$ cat config.mk
export PLATFORM = sky130hd
export DESIGN_NAME = dws_top
export DESIGN_NICKNAME = d
export VERILOG_FILES = /design/src/design/dws_pkg.sv /design/src/design/dws_top.sv
export VERILOG_INCLUDE_DIRS = /design/src /design/src/design
export SDC_FILE = /design/constraint.sdc
export NUM_CORES = 1
export LEC_CHECK = 0
export ABC_AREA = 1
export BUFFER_PORTS_ARGS = -buffer_cell sky130_fd_sc_hd__buf_2
export CAP_MARGIN = 20
export CORE_MARGIN = 2
export CORE_UTILIZATION = 40
export DETAILED_ROUTE_END_ITERATION = 8
export MAX_ROUTING_LAYER = met4
export PLACE_DENSITY = 0.65
export SLEW_MARGIN = 20
export SYNTH_ARGS = -nofsm -noshare
export SYNTH_HDL_FRONTEND = slang
export SYNTH_SLANG_ARGS = --single-unit
$ cat constraint.sdc
create_clock -name CLK -period 6.9 [get_ports CLK]
set_input_delay 1.725 -clock CLK [delete_from_list [all_inputs] [get_ports CLK]]
set_output_delay 1.725 -clock CLK [all_outputs]
set_load 0.02 [all_outputs]
$ cat src/design/dws_map.svh
// register offsets, field positions, reset values and counts of the disc write sequencer
`ifndef DWS_MAP_SVH
`define DWS_MAP_SVH

// apb byte offsets
`define DWS_OFF_CMD      8'h00
`define DWS_OFF_DATA     8'h04
`define DWS_OFF_TRACK    8'h08
`define DWS_OFF_PROT     8'h0c
`define DWS_OFF_STATUS   8'h10

// command register bits (write-only pulses)
`define DWS_CMD_SET_CTL  0
`define DWS_CMD_CLR_CTL  1
`define DWS_CMD_CLR_FLG  2

// track register fields
`define DWS_TRK_DIR      15

// protect register fields
`define DWS_PROT_SWITCH  8

// status register bits
`define DWS_ST_BUSY      0
`define DWS_ST_GATE      1
`define DWS_ST_EOS       2
`define DWS_ST_ABORT     3
`define DWS_ST_RUN       4
`define DWS_ST_MATCH     5
`define DWS_ST_SRQ       6
`define DWS_ST_CTL       7

// word timing in bit pulses
`define DWS_DATA_BITS    5'h10
`define DWS_WORD_BITS    5'h11

// reset values
`define DWS_RST_EXAMINE  8'hff
`define DWS_RST_WORD     16'h0000

`endif

$ cat src/design/dws_pkg.sv
// types shared by the disc write sequencer
package dws_pkg;

  // signals driven toward the disc drive
  typedef struct packed {
    logic       write_gate;
    logic       write_data_line;
    logic [7:0] track_addr_bits;
  } dws_disc_out_type;

  // apb answer to the bus master
  typedef struct packed {
    logic        pready;
    logic        pslverr;
    logic [31:0] prdata;
  } dws_apb_out_type;

endpackage

$ cat src/design/dws_top.sv
// disc write sequencer: apb registers, word serializer and sector control
//
// The APB interface to the registers and the register offsets were decided locally.
`timescale 1ns/1ps
`default_nettype none
`include "dws_map.svh"

// What this block does
// - first word loads on run start, later on word end
// - seventeenth rise sets stored, advances word count
// - word count wrap sets end-of-sector, blocks requests
// - word end after 64th word clears run
// - second sector pulse clears counters, sets flags
// - kept sector match restarts run each sector
// - sixteen bits low first then parity bit
// - track address drives head select
// - first bit on line before first pulse
// - falling pulse edge shifts register toward low end
// - parity cleared per word, toggled per one
// - sixteenth fall clears word phase, sends parity
// - next word loads during parity, phase set after
// - clear control drops match, run ends later
// - partial sector repeats unchanged input word
// - busy status is control or run
// - closed switch disables all track protection
// - protected when examined address bits all zero
// - abort cleared at start, set on faults
// - abort flag reported as status bit three
// - write gate needs run, write direction, no protect
// - word load raises request, bus answers strobe
// - not-ready fault also clears sector match
module dws_top #(
  parameter int WORDS_LOG2 = 6
) (
  input  wire logic                   CLK,
  input  wire logic                   RST,
  input  wire logic                   PSEL,
  input  wire logic                   PENABLE,
  input  wire logic                   PWRITE,
  input  wire logic [7:0]             PADDR,
  input  wire logic [31:0]            PWDATA,
  output var  dws_pkg::dws_apb_out_type  APB_OUT,
  input  wire logic                   DISC_BIT_PULSE,
  input  wire logic                   SECTOR_PULSE,
  input  wire logic                   DRIVE_NOT_READY_N,
  input  wire logic                   LINE_VOLTAGE_OK_N,
  output var  dws_pkg::dws_disc_out_type DISC_OUT,
  output logic                        SERVICE_REQUEST
);
  import dws_pkg::*;

  // ----------------------------------------------------------------
  // input synchronisers
  // ----------------------------------------------------------------
  logic [1:0] bit_meta_r;
  logic [1:0] sec_meta_r;
  logic [1:0] nry_meta_r;
  logic [1:0] acl_meta_r;
  logic       bit_sync_r;
  logic       sec_sync_r;
  logic       nry_sync_r;
  logic       acl_sync_r;
  logic       bit_prev_r;
  logic       sec_prev_r;

  // two flops per pin, then one more stage on the bit and sector pins for edge finding
  always_ff @(posedge CLK or posedge RST) begin
    if (RST) begin
      bit_meta_r <= 2'h0;
      sec_meta_r <= 2'h0;
      nry_meta_r <= 2'h3;
      acl_meta_r <= 2'h0;
      bit_prev_r <= 1'h0;
      sec_prev_r <= 1'h0;
    end else begin
      bit_meta_r <= {bit_meta_r[0], DISC_BIT_PULSE};
      sec_meta_r <= {sec_meta_r[0], SECTOR_PULSE};
      nry_meta_r <= {nry_meta_r[0], DRIVE_NOT_READY_N};
      acl_meta_r <= {acl_meta_r[0], LINE_VOLTAGE_OK_N};
      bit_prev_r <= bit_sync_r;
      sec_prev_r <= sec_sync_r;
    end
  end

  assign bit_sync_r = bit_meta_r[1];
  assign sec_sync_r = sec_meta_r[1];
  assign nry_sync_r = nry_meta_r[1];
  assign acl_sync_r = acl_meta_r[1];

  logic bit_rise;
  logic bit_fall;
  logic sec_rise;
  logic not_ready;
  logic low_line;

  // edge events and fault levels
  assign bit_rise  = bit_sync_r & ~bit_prev_r;
  assign bit_fall  = ~bit_sync_r & bit_prev_r;
  assign sec_rise  = sec_sync_r & ~sec_prev_r;
  assign not_ready = ~nry_sync_r;
  assign low_line  = acl_sync_r;

  // ----------------------------------------------------------------
  // apb slave
  // ----------------------------------------------------------------
  logic        pready_r;
  logic        pslverr_r;
  logic [31:0] prdata_r;
  logic        wr_fire;
  logic        mapped;

  // offset decode
  function automatic logic is_mapped(input logic [7:0] a);
    is_mapped = (a == `DWS_OFF_CMD) || (a == `DWS_OFF_DATA) || (a == `DWS_OFF_TRACK) ||
                (a == `DWS_OFF_PROT) || (a == `DWS_OFF_STATUS);
  endfunction

  assign mapped  = is_mapped(PADDR);
  assign wr_fire = PSEL & PENABLE & pready_r & PWRITE & mapped;

  logic        ctl_r;
  logic        dir_r;
  logic [7:0]  track_r;
  logic [7:0]  examine_r;
  logic        switch_closed_r;
  logic [15:0] input_word_r;
  logic        srq_r;
  logic        run_r;
  logic        match_r;
  logic        eos_r;
  logic        abort_r;
  logic        gate_r;

  logic set_ctl;
  logic clr_ctl;
  logic clr_flg;
  logic out_strobe;

  // command pulses taken at the access edge
  assign set_ctl    = wr_fire && PADDR == `DWS_OFF_CMD && PWDATA[`DWS_CMD_SET_CTL];
  assign clr_ctl    = wr_fire && PADDR == `DWS_OFF_CMD && PWDATA[`DWS_CMD_CLR_CTL];
  assign clr_flg    = wr_fire && PADDR == `DWS_OFF_CMD && PWDATA[`DWS_CMD_CLR_FLG];
  assign out_strobe = wr_fire && PADDR == `DWS_OFF_DATA;

  logic [31:0] status_word;

  // status word assembly
  always_comb begin
    status_word                 = 32'h0000_0000;
    status_word[`DWS_ST_BUSY]   = ctl_r | run_r;
    status_word[`DWS_ST_GATE]   = gate_r;
    status_word[`DWS_ST_EOS]    = eos_r;
    status_word[`DWS_ST_ABORT]  = abort_r;
    status_word[`DWS_ST_RUN]    = run_r;
    status_word[`DWS_ST_MATCH]  = match_r;
    status_word[`DWS_ST_SRQ]    = srq_r;
    status_word[`DWS_ST_CTL]    = ctl_r;
  end

  // one wait-free access cycle, read data captured in setup
  always_ff @(posedge CLK or posedge RST) begin
    if (RST) begin
      pready_r  <= 1'h0;
      pslverr_r <= 1'h0;
      prdata_r  <= 32'h0000_0000;
    end else begin
      pready_r  <= PSEL & ~PENABLE;
      pslverr_r <= PSEL & ~PENABLE & ~mapped;
      if (PSEL & ~PENABLE & ~PWRITE) begin
        unique case (PADDR)
          `DWS_OFF_DATA:   prdata_r <= {16'h0000, input_word_r};
          `DWS_OFF_TRACK:  prdata_r <= {16'h0000, dir_r, 7'h00, track_r};
          `DWS_OFF_PROT:   prdata_r <= {23'h000000, switch_closed_r, examine_r};
          `DWS_OFF_STATUS: prdata_r <= status_word;
          default:         prdata_r <= 32'h0000_0000;
        endcase
      end
    end
  end

  always_comb begin
    APB_OUT.pready  = pready_r;
    APB_OUT.pslverr = pslverr_r;
    APB_OUT.prdata  = prdata_r;
  end

  // configuration registers
  always_ff @(posedge CLK or posedge RST) begin
    if (RST) begin
      track_r         <= 8'h00;
      dir_r           <= 1'h0;
      examine_r       <= `DWS_RST_EXAMINE;
      switch_closed_r <= 1'h1;
      input_word_r    <= `DWS_RST_WORD;
    end else begin
      if (wr_fire && PADDR == `DWS_OFF_TRACK) begin
        track_r <= PWDATA[7:0];
        dir_r   <= PWDATA[`DWS_TRK_DIR];
      end
      if (wr_fire && PADDR == `DWS_OFF_PROT) begin
        examine_r       <= PWDATA[7:0];
        switch_closed_r <= PWDATA[`DWS_PROT_SWITCH];
      end
      if (out_strobe) begin
        input_word_r <= PWDATA[15:0];
      end
    end
  end

  // ----------------------------------------------------------------
  // sector control
  // ----------------------------------------------------------------
  logic sec_second_r;
  logic sec_first_evt;
  logic sec_second_evt;
  logic writing;

  assign sec_first_evt  = sec_rise & ~sec_second_r;
  assign sec_second_evt = sec_rise & sec_second_r;
  assign writing        = (ctl_r | run_r) & dir_r;

  // pulse pair phase within each sector
  always_ff @(posedge CLK or posedge RST) begin
    if (RST) begin
      sec_second_r <= 1'h0;
    end else if (sec_rise) begin
      sec_second_r <= ~sec_second_r;
    end
  end

  // control bit, set and cleared from the bus
  always_ff @(posedge CLK or posedge RST) begin
    if (RST) begin
      ctl_r <= 1'h0;
    end else if (set_ctl) begin
      ctl_r <= 1'h1;
    end else if (clr_ctl) begin
      ctl_r <= 1'h0;
    end
  end

  // sector match follows the control bit and the drive readiness
  always_ff @(posedge CLK or posedge RST) begin
    if (RST) begin
      match_r <= 1'h0;
    end else if (~ctl_r | clr_ctl) begin
      match_r <= 1'h0;
    end else if (writing & not_ready) begin
      match_r <= 1'h0;
    end else if (sec_first_evt & dir_r) begin
      match_r <= 1'h1;
    end
  end

  // abort-store flag
  always_ff @(posedge CLK or posedge RST) begin
    if (RST) begin
      abort_r <= 1'h0;
    end else if (writing & (not_ready | low_line)) begin
      abort_r <= 1'h1;
    end else if (set_ctl) begin
      abort_r <= 1'h0;
    end
  end

  // ----------------------------------------------------------------
  // word and bit sequencing
  // ----------------------------------------------------------------
  logic [4:0]            bit_cnt_r;
  logic [WORDS_LOG2-1:0] word_cnt_r;
  logic                  phase_r;
  logic                  stored_r;
  logic [15:0]           shift_r;
  logic                  parity_r;
  logic                  run_first_word;
  logic                  end_word_write_n;
  logic                  load_word;
  logic                  rise17;
  logic                  fall16;
  logic                  fall17;
  logic                  last_word;

  assign run_first_word   = sec_second_evt & match_r;
  assign rise17           = run_r & bit_rise & (bit_cnt_r == `DWS_WORD_BITS - 5'h01);
  assign fall16           = run_r & bit_fall & (bit_cnt_r == `DWS_DATA_BITS);
  assign fall17           = run_r & bit_fall & (bit_cnt_r == `DWS_WORD_BITS);
  assign last_word        = (word_cnt_r == '1);
  // no load and no request once the last word of the sector is under way
  assign end_word_write_n = ~(fall16 & ~last_word & ~eos_r);
  assign load_word        = run_first_word | ~end_word_write_n;

  // run flag, set per sector and cleared after the last word
  always_ff @(posedge CLK or posedge RST) begin
    if (RST) begin
      run_r <= 1'h0;
    end else if (run_first_word) begin
      run_r <= 1'h1;
    end else if (fall17 & eos_r) begin
      run_r <= 1'h0;
    end
  end

  // bit counter counts rising pulse edges within a word
  always_ff @(posedge CLK or posedge RST) begin
    if (RST) begin
      bit_cnt_r <= 5'h00;
    end else if (sec_second_evt | fall17) begin
      bit_cnt_r <= 5'h00;
    end else if (run_r & bit_rise) begin
      bit_cnt_r <= bit_cnt_r + 5'h01;
    end
  end

  // word counter and end-of-sector flag
  always_ff @(posedge CLK or posedge RST) begin
    if (RST) begin
      word_cnt_r <= '0;
      eos_r      <= 1'h0;
    end else if (sec_second_evt) begin
      word_cnt_r <= '0;
      eos_r      <= 1'h0;
    end else if (rise17) begin
      word_cnt_r <= word_cnt_r + 1'b1;
      if (word_cnt_r == '1) begin
        eos_r <= 1'h1;
      end
    end
  end

  // word-phase and word-stored flags
  always_ff @(posedge CLK or posedge RST) begin
    if (RST) begin
      phase_r  <= 1'h1;
      stored_r <= 1'h1;
    end else if (sec_second_evt) begin
      phase_r  <= 1'h1;
      stored_r <= 1'h1;
    end else begin
      if (fall16) begin
        phase_r  <= 1'h0;
        stored_r <= 1'h0;
      end else if (fall17) begin
        phase_r <= 1'h1;
      end
      if (rise17) begin
        stored_r <= 1'h1;
      end
    end
  end

  // shift register and running parity; parity holds through the parity bit
  always_ff @(posedge CLK or posedge RST) begin
    if (RST) begin
      shift_r  <= 16'h0000;
      parity_r <= 1'h0;
    end else begin
      if (load_word) begin
        shift_r <= input_word_r;
      end else if (run_r & bit_fall & phase_r) begin
        shift_r <= {1'b0, shift_r[15:1]};
      end
      if (run_first_word | fall17) begin
        parity_r <= 1'h0;
      end else if (run_r & bit_fall & phase_r) begin
        parity_r <= parity_r ^ shift_r[0];
      end
    end
  end

  // service request raised by each load, blocked at end of sector
  always_ff @(posedge CLK or posedge RST) begin
    if (RST) begin
      srq_r <= 1'h0;
    end else if (load_word) begin
      srq_r <= 1'h1;
    end else if (clr_flg) begin
      srq_r <= 1'h0;
    end
  end

  // ----------------------------------------------------------------
  // disc outputs
  // ----------------------------------------------------------------
  logic protected_trk;
  logic data_bit;
  logic dwl_r;

  assign protected_trk = ~switch_closed_r & ((track_r & examine_r) == 8'h00);
  assign data_bit      = phase_r ? shift_r[0] : ~parity_r;

  // registered drive of gate and data; head select comes straight from the track register
  always_ff @(posedge CLK or posedge RST) begin
    if (RST) begin
      gate_r <= 1'h0;
      dwl_r  <= 1'h0;
    end else begin
      gate_r <= run_r & dir_r & ~protected_trk;
      dwl_r  <= data_bit;
    end
  end

  always_comb begin
    DISC_OUT.write_gate      = gate_r;
    DISC_OUT.write_data_line = dwl_r;
    DISC_OUT.track_addr_bits = track_r;
  end

  assign SERVICE_REQUEST = srq_r;

  // ----------------------------------------------------------------
  // checks
  // ----------------------------------------------------------------
  store_count_a: assert property (@(posedge CLK) disable iff (RST)
    rise17 & ~sec_second_evt |=> stored_r && word_cnt_r == $past(word_cnt_r) + 1'b1)
    else $error("word count or stored flag not updated on seventeenth rise");

  eos_block_a: assert property (@(posedge CLK) disable iff (RST)
    eos_r & ~sec_second_evt |=> ~$rose(srq_r))
    else $error("service request raised at end of sector");

  last_req_a: assert property (@(posedge CLK) disable iff (RST)
    fall16 && word_cnt_r == '1 |=> !$rose(srq_r))
    else $error("service request raised after last word of sector");

  run_stop_a: assert property (@(posedge CLK) disable iff (RST)
    fall17 & eos_r & ~run_first_word |=> ~run_r ##1 ~gate_r)
    else $error("run or gate still up after last word");

  sector_clear_a: assert property (@(posedge CLK) disable iff (RST)
    sec_second_evt |=> ~eos_r && word_cnt_r == '0 && bit_cnt_r == 5'h00 && phase_r && stored_r)
    else $error("second sector pulse did not clear counters");

  parity_out_a: assert property (@(posedge CLK) disable iff (RST)
    fall16 |=> ~phase_r ##1 dwl_r == ~parity_r)
    else $error("parity bit not on data line");

  phase_back_a: assert property (@(posedge CLK) disable iff (RST)
    fall17 & ~sec_second_evt |=> phase_r && bit_cnt_r == 5'h00)
    else $error("word phase not restored after parity");

  busy_status_a: assert property (@(posedge CLK) disable iff (RST)
    status_word[`DWS_ST_BUSY] == (ctl_r | run_r))
    else $error("busy status mismatch");

  gate_cause_a: assert property (@(posedge CLK) disable iff (RST)
    gate_r |-> $past(run_r) && $past(dir_r) && !$past(protected_trk))
    else $error("write gate without cause");

  abort_set_a: assert property (@(posedge CLK) disable iff (RST)
    writing & not_ready |=> abort_r && ~match_r)
    else $error("fault did not set abort or clear match");

endmodule
`default_nettype wire

==> run summary, run 1 <==
Max VDD drop: 0.1151 mV
Period utilization: 0.5313
CTS clk-pin slew, worst paths: 0.06 ns
Critical path endpoint category: flop
Die height: 115.1 um
Max-cap violations: 0
Status: completed
Drt wl/cell: 14.94 um
Total negative slack: 0 ns
CTS Buf Count: 9
Synth warn: 0
Initial DRC count: 266
FILL cells: 1175
# IOs: 94
Via density: 5.272
Count leader, synth: nand2_1
# diodes: 0
CTS-repair resized insts: 0
Mapped Avg Cell Area: 8.550 sq um
Dpl cells: 760
Min-Delay Path Class: flop to flop
CTS Hold Bufs: 0
First-pass GRT wire length: 19.48 mm
Fin cells: 776
Crit Path Category: input port to flop
CTS tree: built
Fin. Hold Viols: 0
Register area share after synthesis: 0.5103
Residual DRC count: 0
Synth unique cells: 34
DRT Pass-1 Iters: 5
Synth Instances: 577
Post-place setup slack: 2.847 ns
Pwr dens: 211.9 nW/um^2
Via count: 4091
IO buf count: 61
Area grow syn2layout: 11.46%
Die Area: 13240 sq um
HPWL after detailed placement: 8.225 mm
Final setup fails: 0
Yosys top cell area share: 0.4464
Initial antenna violation count: 0
Count of pins over their slew limit: 0
Crit path DAT: 3.90 ns
RSZ-0062 raised after global routing: false
CTS Root Cell: clkbuf_16
Gpl congestion: 0.8941
Largest net degree at the start of global routing: 68
Final Power: 1.165 mW
Max Clock Freq: 272.8 MHz
FP Rows: 40
Grt ovf: 0
Post-DRT Antenna Nets: 0
Most instantiated cells after synthesis: 173 x nand2_1, 88 x dfrtp_1, 67 x nand4_1, 55 x nand3_1, 40 x inv_1
Clk sink count: 100
Slew headroom: 0.4381
Critical Path RT: 7.13 ns
Tmin final: 3.666 ns
Synth Register Bits: 100
Post-synth top flop: dfrtp_1
Post-CTS setup buffers: 0
Async SR Flop Fraction: 1.000
Synth area leader: dfrtp_1
Fin worst setup slack: 3.234 ns
DRT Wirelength: 11.60 mm
Number of synthesized flops with an enable pin: 0
Core Area: 12010 sq um
P_leak: 2.831 nW
Initial Utilization: 0.4107
Synth area leaders: dfrtp_1 45%, nand2_1 13%, nand4_1 8.5%
Clock Skew: 0.004837 ns
Mapped Area: 4933 sq um
Vias in the first global route: 3883
Startpoint class of the critical path: input port
Die span in x: 115.1 um
Gr usage total: 0.1932
Clock Path Buffers: 2
Layout cells sized above 1: 0.1717
Clk Latency, worst-skew pair: 0.34 ns
H-Tree Level Count: 3
Max FO, Critical Path: 38
Final nets: 677
Worst slew pin tran: 0.8429 ns
## sequential cells by signal, summed over array words and instances (netlist names), 2 cells and up
register      cells
bit_meta_r        2
examine_r         8
sec_meta_r        2
prdata_r         16
nry_meta_r        2
shift_r          16
acl_meta_r        2
bit_cnt_r         5
track_r           8
word_cnt_r        6
input_word_r     16
## critical path: stages
cell	delay (ns)
buf_2	0.11
inv_2	0.06
nand2_4	0.08
nor3_2	0.46
nand2_1	0.14
nand3_2	0.59
nand3_2	0.47
nand2_1	0.17
nand2_1	0.06
## power breakdown
part / internal (mW) / total [mW] / switching, mW
Combinational: 0.0144 / 0.0635 / 0.0491
Clock: 0.292 / 0.505 / 0.213
Sequential: 0.594 / 0.597 / 0.00303
Total: 0.900 / 1.17 / 0.265
## path summary, 6_finish.rpt
| kind | slack (ns) | start | to | cells past startpoint |
|---|---|---|---|---|
| min in group asynchronous | 1.39 | RST | bit_cnt_r[1] | 2 |
| max in group asynchronous | 4.31 | RST | shift_r[6] | 3 |
| hold reg to reg | 0.35 | sec_meta_r[0] | sec_meta_r[1] | 0 |
| setup reg to reg | 4.72 | bit_cnt_r[2] | shift_r[15] | 9 |
| hold / removal | 0.35 | sec_meta_r[0] | sec_meta_r[1] | 0 |
| setup / recovery | 3.23 | PADDR[0] | input_word_r[0] | 9 |
## layer usage
layer / up-vias / track usage / share of wire
met5: - / - / 0
met4: 0 / 0.06104 / 0.014
met3: 9 / 0.04006 / 0.055
met2: 119 / 0.3000 / 0.48
met1: 1966 / 0.2553 / 0.45
li1: 1997 / - / -
## metrics by stage
stage                     instance area (sq um)  hold WS [ns]    util
after global routing                       5499        0.3565  0.4578
final                                      5499        0.3510  0.4578
after floorplan                            4990        0.3312       -
after global placement                     5202        0.3377  0.4331
after CTS                                  5499        0.3546  0.4578
after detailed placement                   5202        0.3395  0.4331
## cells by family after synthesis
kind of cell	count (synthesis)	synth area share
AOI/OAI and AO/OA	39	0.04261
adders and majority gates	4	0.01014
DFF	100	0.5103
buffers and inverters	90	0.09967
xor gates and xnor gates	6	0.01065
other	1	0.0007601
and+or+nand+nor	337	0.3259
## layout by cell type, fill, tap and decap left out, types with 2 or more instances in the layout
cell / count
nand2_1: 173
dfrtp_1: 88
nand4_1: 67
buf_2: 61
nand3_1: 55
inv_1: 39
o21ai_0: 31
nor2_1: 19
conb_1: 16
dfstp_2: 12
nor3_1: 9
clkbuf_16: 9
buf_4: 6
ha_1: 4
xor2_1: 3
inv_2: 3
xnor2_1: 3
clkbuf_1: 3
nor3_2: 2
and2_1: 2
o211ai_1: 2
nor3_4: 2
nand3_2: 2
nand3_4: 2
a21oi_1: 2
o31ai_1: 2
## layout make-up
cell class / instances / area [sq um] / share of cell area
flip-flops and latches: 100 / 2517 / 0.4578
well taps: 147 / 183.9 / 0.03345
multi-input cells: 402 / 1983 / 0.3606
clock buffers: 13 / 250.2 / 0.04551
repair buffers: 67 / 350.3 / 0.06371
inverters: 44 / 167.7 / 0.03049
clock inverters: 3 / 46.29 / 0.008419
No activity file was read; power rests on OpenSTA's default activity.
==> run 2, diff against run 1 <==
--- a/config.mk
+++ b/config.mk
@@ -6,7 +6,7 @@
 export SDC_FILE = /design/constraint.sdc
 export NUM_CORES = 1
 export LEC_CHECK = 0
-export ABC_AREA = 1
+export ABC_AREA = 0
 export BUFFER_PORTS_ARGS = -buffer_cell sky130_fd_sc_hd__buf_2
 export CAP_MARGIN = 20
 export CORE_MARGIN = 2
==> constraint.sdc (replaced) <==
create_clock -name CLK -period 3.8 [get_ports CLK]
set_input_delay 0.95 -clock CLK [delete_from_list [all_inputs] [get_ports CLK]]
set_output_delay 0.95 -clock CLK [all_outputs]
set_load 0.02 [all_outputs]
==> run summary, run 2 <==
Clock Power Share: 0.429 (-0.004)
CTS Root Cell: clkbuf_16
Synth warn: 0 (unchanged)
Adder-cell share of the synthesized area: 0.01100 (+0.0008535)
Largest family of logic cells by synthesized area: multiplexers
Residual DRC count: 0 (unchanged)
Die height: 110.7 um (-3.8%)
Grt ovf: 0 (unchanged)
Count leader, synth: dfrtp_1
Post-DRT Antenna Nets: 0 (unchanged)
Cell Chain, Critical Path: buf_2, or3b_1, or3_1, o21ai_1
Count of pins over their slew limit: 0 (unchanged)
CTS Buf Count: 9 (unchanged)
First-pass GRT wire length: 14.96 mm (-23%)
RSZ-0062 raised after global routing: false
Drt wl/cell: 16.40 um (+9.7%)
DRT Wirelength: 9.117 mm (-21%)
Final nets: 464 (-31%)
Commonest cells after routing, fill and taps aside: 88 x dfrtp_1, 72 x mux2_2, 61 x buf_2
Max incr delay on CP: 0.72 ns (+0.13 ns)
Max VDD drop: 0.2026 mV (+76%)
Switching power: 0.5170 mW (+95%)
Slew headroom: 0.4502 (+0.01207)
Final setup fails: 0 (unchanged)
Max-cap violations: 0 (unchanged)
Largest net degree at the start of global routing: 54 (-21%)
Worst slew pin tran: 0.8248 ns (-0.01811 ns)
IO buf count: 61 (unchanged)
Pwr dens: 401.5 nW/um^2 (+89%)
Sw frac: 0.2477 (+0.02038)
Clk Latency, worst-skew pair: 0.35 ns (about the same)
FP Rows: 38 (-5.0%)
Post-synth top flop: dfrtp_1
Clock Path Buffers: 2 (unchanged)
Synth unique cells: 48 (+41%)
Total negative slack: 0 ns (unchanged)
Min-Delay Path Class: flop to flop
Most instantiated cells after synthesis: 88 x dfrtp_1, 72 x mux2_2, 20 x buf_4, 17 x a22oi_1, 17 x nor2_1
CP delay by family, top: simple AND/OR/NAND/NOR gates
Max Clock Freq: 428.9 MHz
Post-CTS setup buffers: 0 (unchanged)
Tmin final: 2.332 ns
Sequential Power Share: 0.521 (+0.009)
P_leak: 2.571 nW (-9.2%)
Area grow syn2layout: 14.27%
Yosys top cell area share: 0.4839 (+0.03755)
Clk sink count: 100 (unchanged)
Mux cell area share after synthesis: 0.1848 (+0.1848)
Synth area leader: dfrtp_1
P_int: 1.571 mW (+74%)
Initial antenna violation count: 0 (unchanged)
Commonest non-fill, non-tap cell in the layout: dfrtp_1
Crit Path Category: input port to flop
XOR/XNOR Fraction of Synth Area: 0.02117 (+0.01052)
Vias in the first global route: 2899 (-25%)
Die Area: 12250 sq um (-7.5%)
DRT Pass-1 Iters: 4 (-1)
Fin. Hold Viols: 0 (unchanged)
Status: completed
Gr usage total: 0.1574 (-0.03579)
Async SR Flop Fraction: 1.000 (unchanged)
CTS clk-pin slew, worst paths: 0.07 ns (about the same)
Compound-gate portion of the synthesized area: 0.07919 (+0.03658)
CTS-repair resized insts: 0 (unchanged)
Crit-path slowest cell: or3b_1
Period utilization: 0.6136
Logic pwr share: 0.049 (-0.005)
Die span in x: 110.7 um (-3.8%)
Number of synthesized flops with an enable pin: 0 (unchanged)
# diodes: 0 (unchanged)
Initial Utilization: 0.4143 (+0.003602)
Synth Register Bits: 100 (unchanged)
# IOs: 94 (unchanged)
HPWL after detailed placement: 6.574 mm (-20%)
Synth Instances: 354 (-39%)
Register area share after synthesis: 0.5532 (+0.04293)
CTS tree: built
Initial DRC count: 132 (-50%)
Via density: 5.272 (about the same)
Critical Path RT: 4.07 ns (-3.06 ns)
CTS Hold Bufs: 0 (unchanged)
Via count: 2931 (-28%)
Core Area: 10980 sq um (-8.6%)
CP Buf/Inv Count: 1 (-1)
FILL cells: 995 (-15%)
Top flop regs: input_word_r: 16 flops, prdata_r: 16 flops, shift_r: 16 flops
H-Tree Level Count: 3 (unchanged)
Max FO, Critical Path: 20 (-47%)
Final core utilization: 0.4735 (+0.01564)
Critical path endpoint category: flop
Synth area leaders: dfrtp_1 48%, mux2_2 18%, dfstp_2 6.9%
Simple-gate portion of the synthesized area: 0.09761 (-0.2283)
Startpoint class of the critical path: input port
Layout cells sized above 1: 0.4255 (+0.2538)
Gpl congestion: 0.8193 (-8.4%)
Mapped Avg Cell Area: 12.85 sq um (+50%)
Mapped Area: 4551 sq um (-7.8%)
Crit path DAT: 2.60 ns (-1.30 ns)
Clock Skew: 0.01300 ns (+0.008158 ns)
==> run 2: changes by cell type in the layout (fill, tap and decap cells not counted), sizes merged, moves of 8 or more <==
cell   before  now
nor3       13    4
nand2     175   13
nand4      67    4
a22oi       0   17
a22o        0    8
o21ai      31   11
nand3      59   10
mux2        0   72
inv        43    9
==> run 2: stage by stage <==
stage / hold WS (ns) / cells / area [sq um] / power, mW / setup WS [ns]
after floorplan: 0.3312 / 369 / 4607 / 1.186 / 0.2511
after global placement: 0.3332 / 540 / 4905 / 1.211 / 1.107
after detailed placement: 0.3364 / 540 / 4905 / 1.213 / 1.089
after CTS: 0.3526 / 556 / 5200 / 2.107 / 1.457
after global routing: 0.3603 / 556 / 5200 / 2.170 / 1.323
final: 0.3499 / 556 / 5200 / 2.088 / 1.468
==> run 2: cell families after synthesis <==
logic type | Yosys count
adder cells (fa/ha/maj) | 4
AO/OA/AOI/OAI | 50
flip-flops | 100
multiplexers | 75
AND/OR/NAND/NOR | 73
XOR/XNOR | 11
buffers and inverters | 40
other | 1
==> run 2: worst paths after layout <==
kind,from,to,slack [ns],depth (start not counted)
setup / recovery,PENABLE,prdata_r[4],1.47,4
hold / removal,sec_meta_r[0],sec_meta_r[1],0.35,0
setup reg to reg,bit_cnt_r[0],shift_r[1],1.49,6
hold reg to reg,sec_meta_r[0],sec_meta_r[1],0.35,0
max in group asynchronous,RST,examine_r[1],2.26,3
min in group asynchronous,RST,prdata_r[12],0.70,2
==> run 2: power groups by stage <==
stage	Clock [mW]	Combinational [mW]	Sequential, mW
finish	0.896	0.103	1.09
global route	0.964	0.115	1.09
CTS	0.913	0.105	1.09
detailed placement	0	0.105	1.11
global placement	0	0.103	1.11
floorplan	0	0.0794	1.11
==> run 2: final cells by class <==
type                            count  area (sq um)  area share
Multi-Input combinational cell    229          1852      0.3561
Clock buffer                        9         225.2     0.04331
Sequential cell                   100          2517      0.4841
Tap cell                          140         175.2     0.03369
Inverter                            6         25.02    0.004812
Clock inverter                      7         70.07     0.01347
Timing Repair Buffer               65         335.3     0.06449
==> run 2: metal layers <==
| layer | vias to the layer above | GRT usage | share of wire |
|---|---|---|---|
| met3 | 17 | 0.03499 | 0.048 |
| met2 | 86 | 0.2290 | 0.46 |
| met4 | 0 | 0.04833 | 0.018 |
| met1 | 1463 | 0.2215 | 0.48 |
| met5 | - | - | 0 |
| li1 | 1365 | - | - |
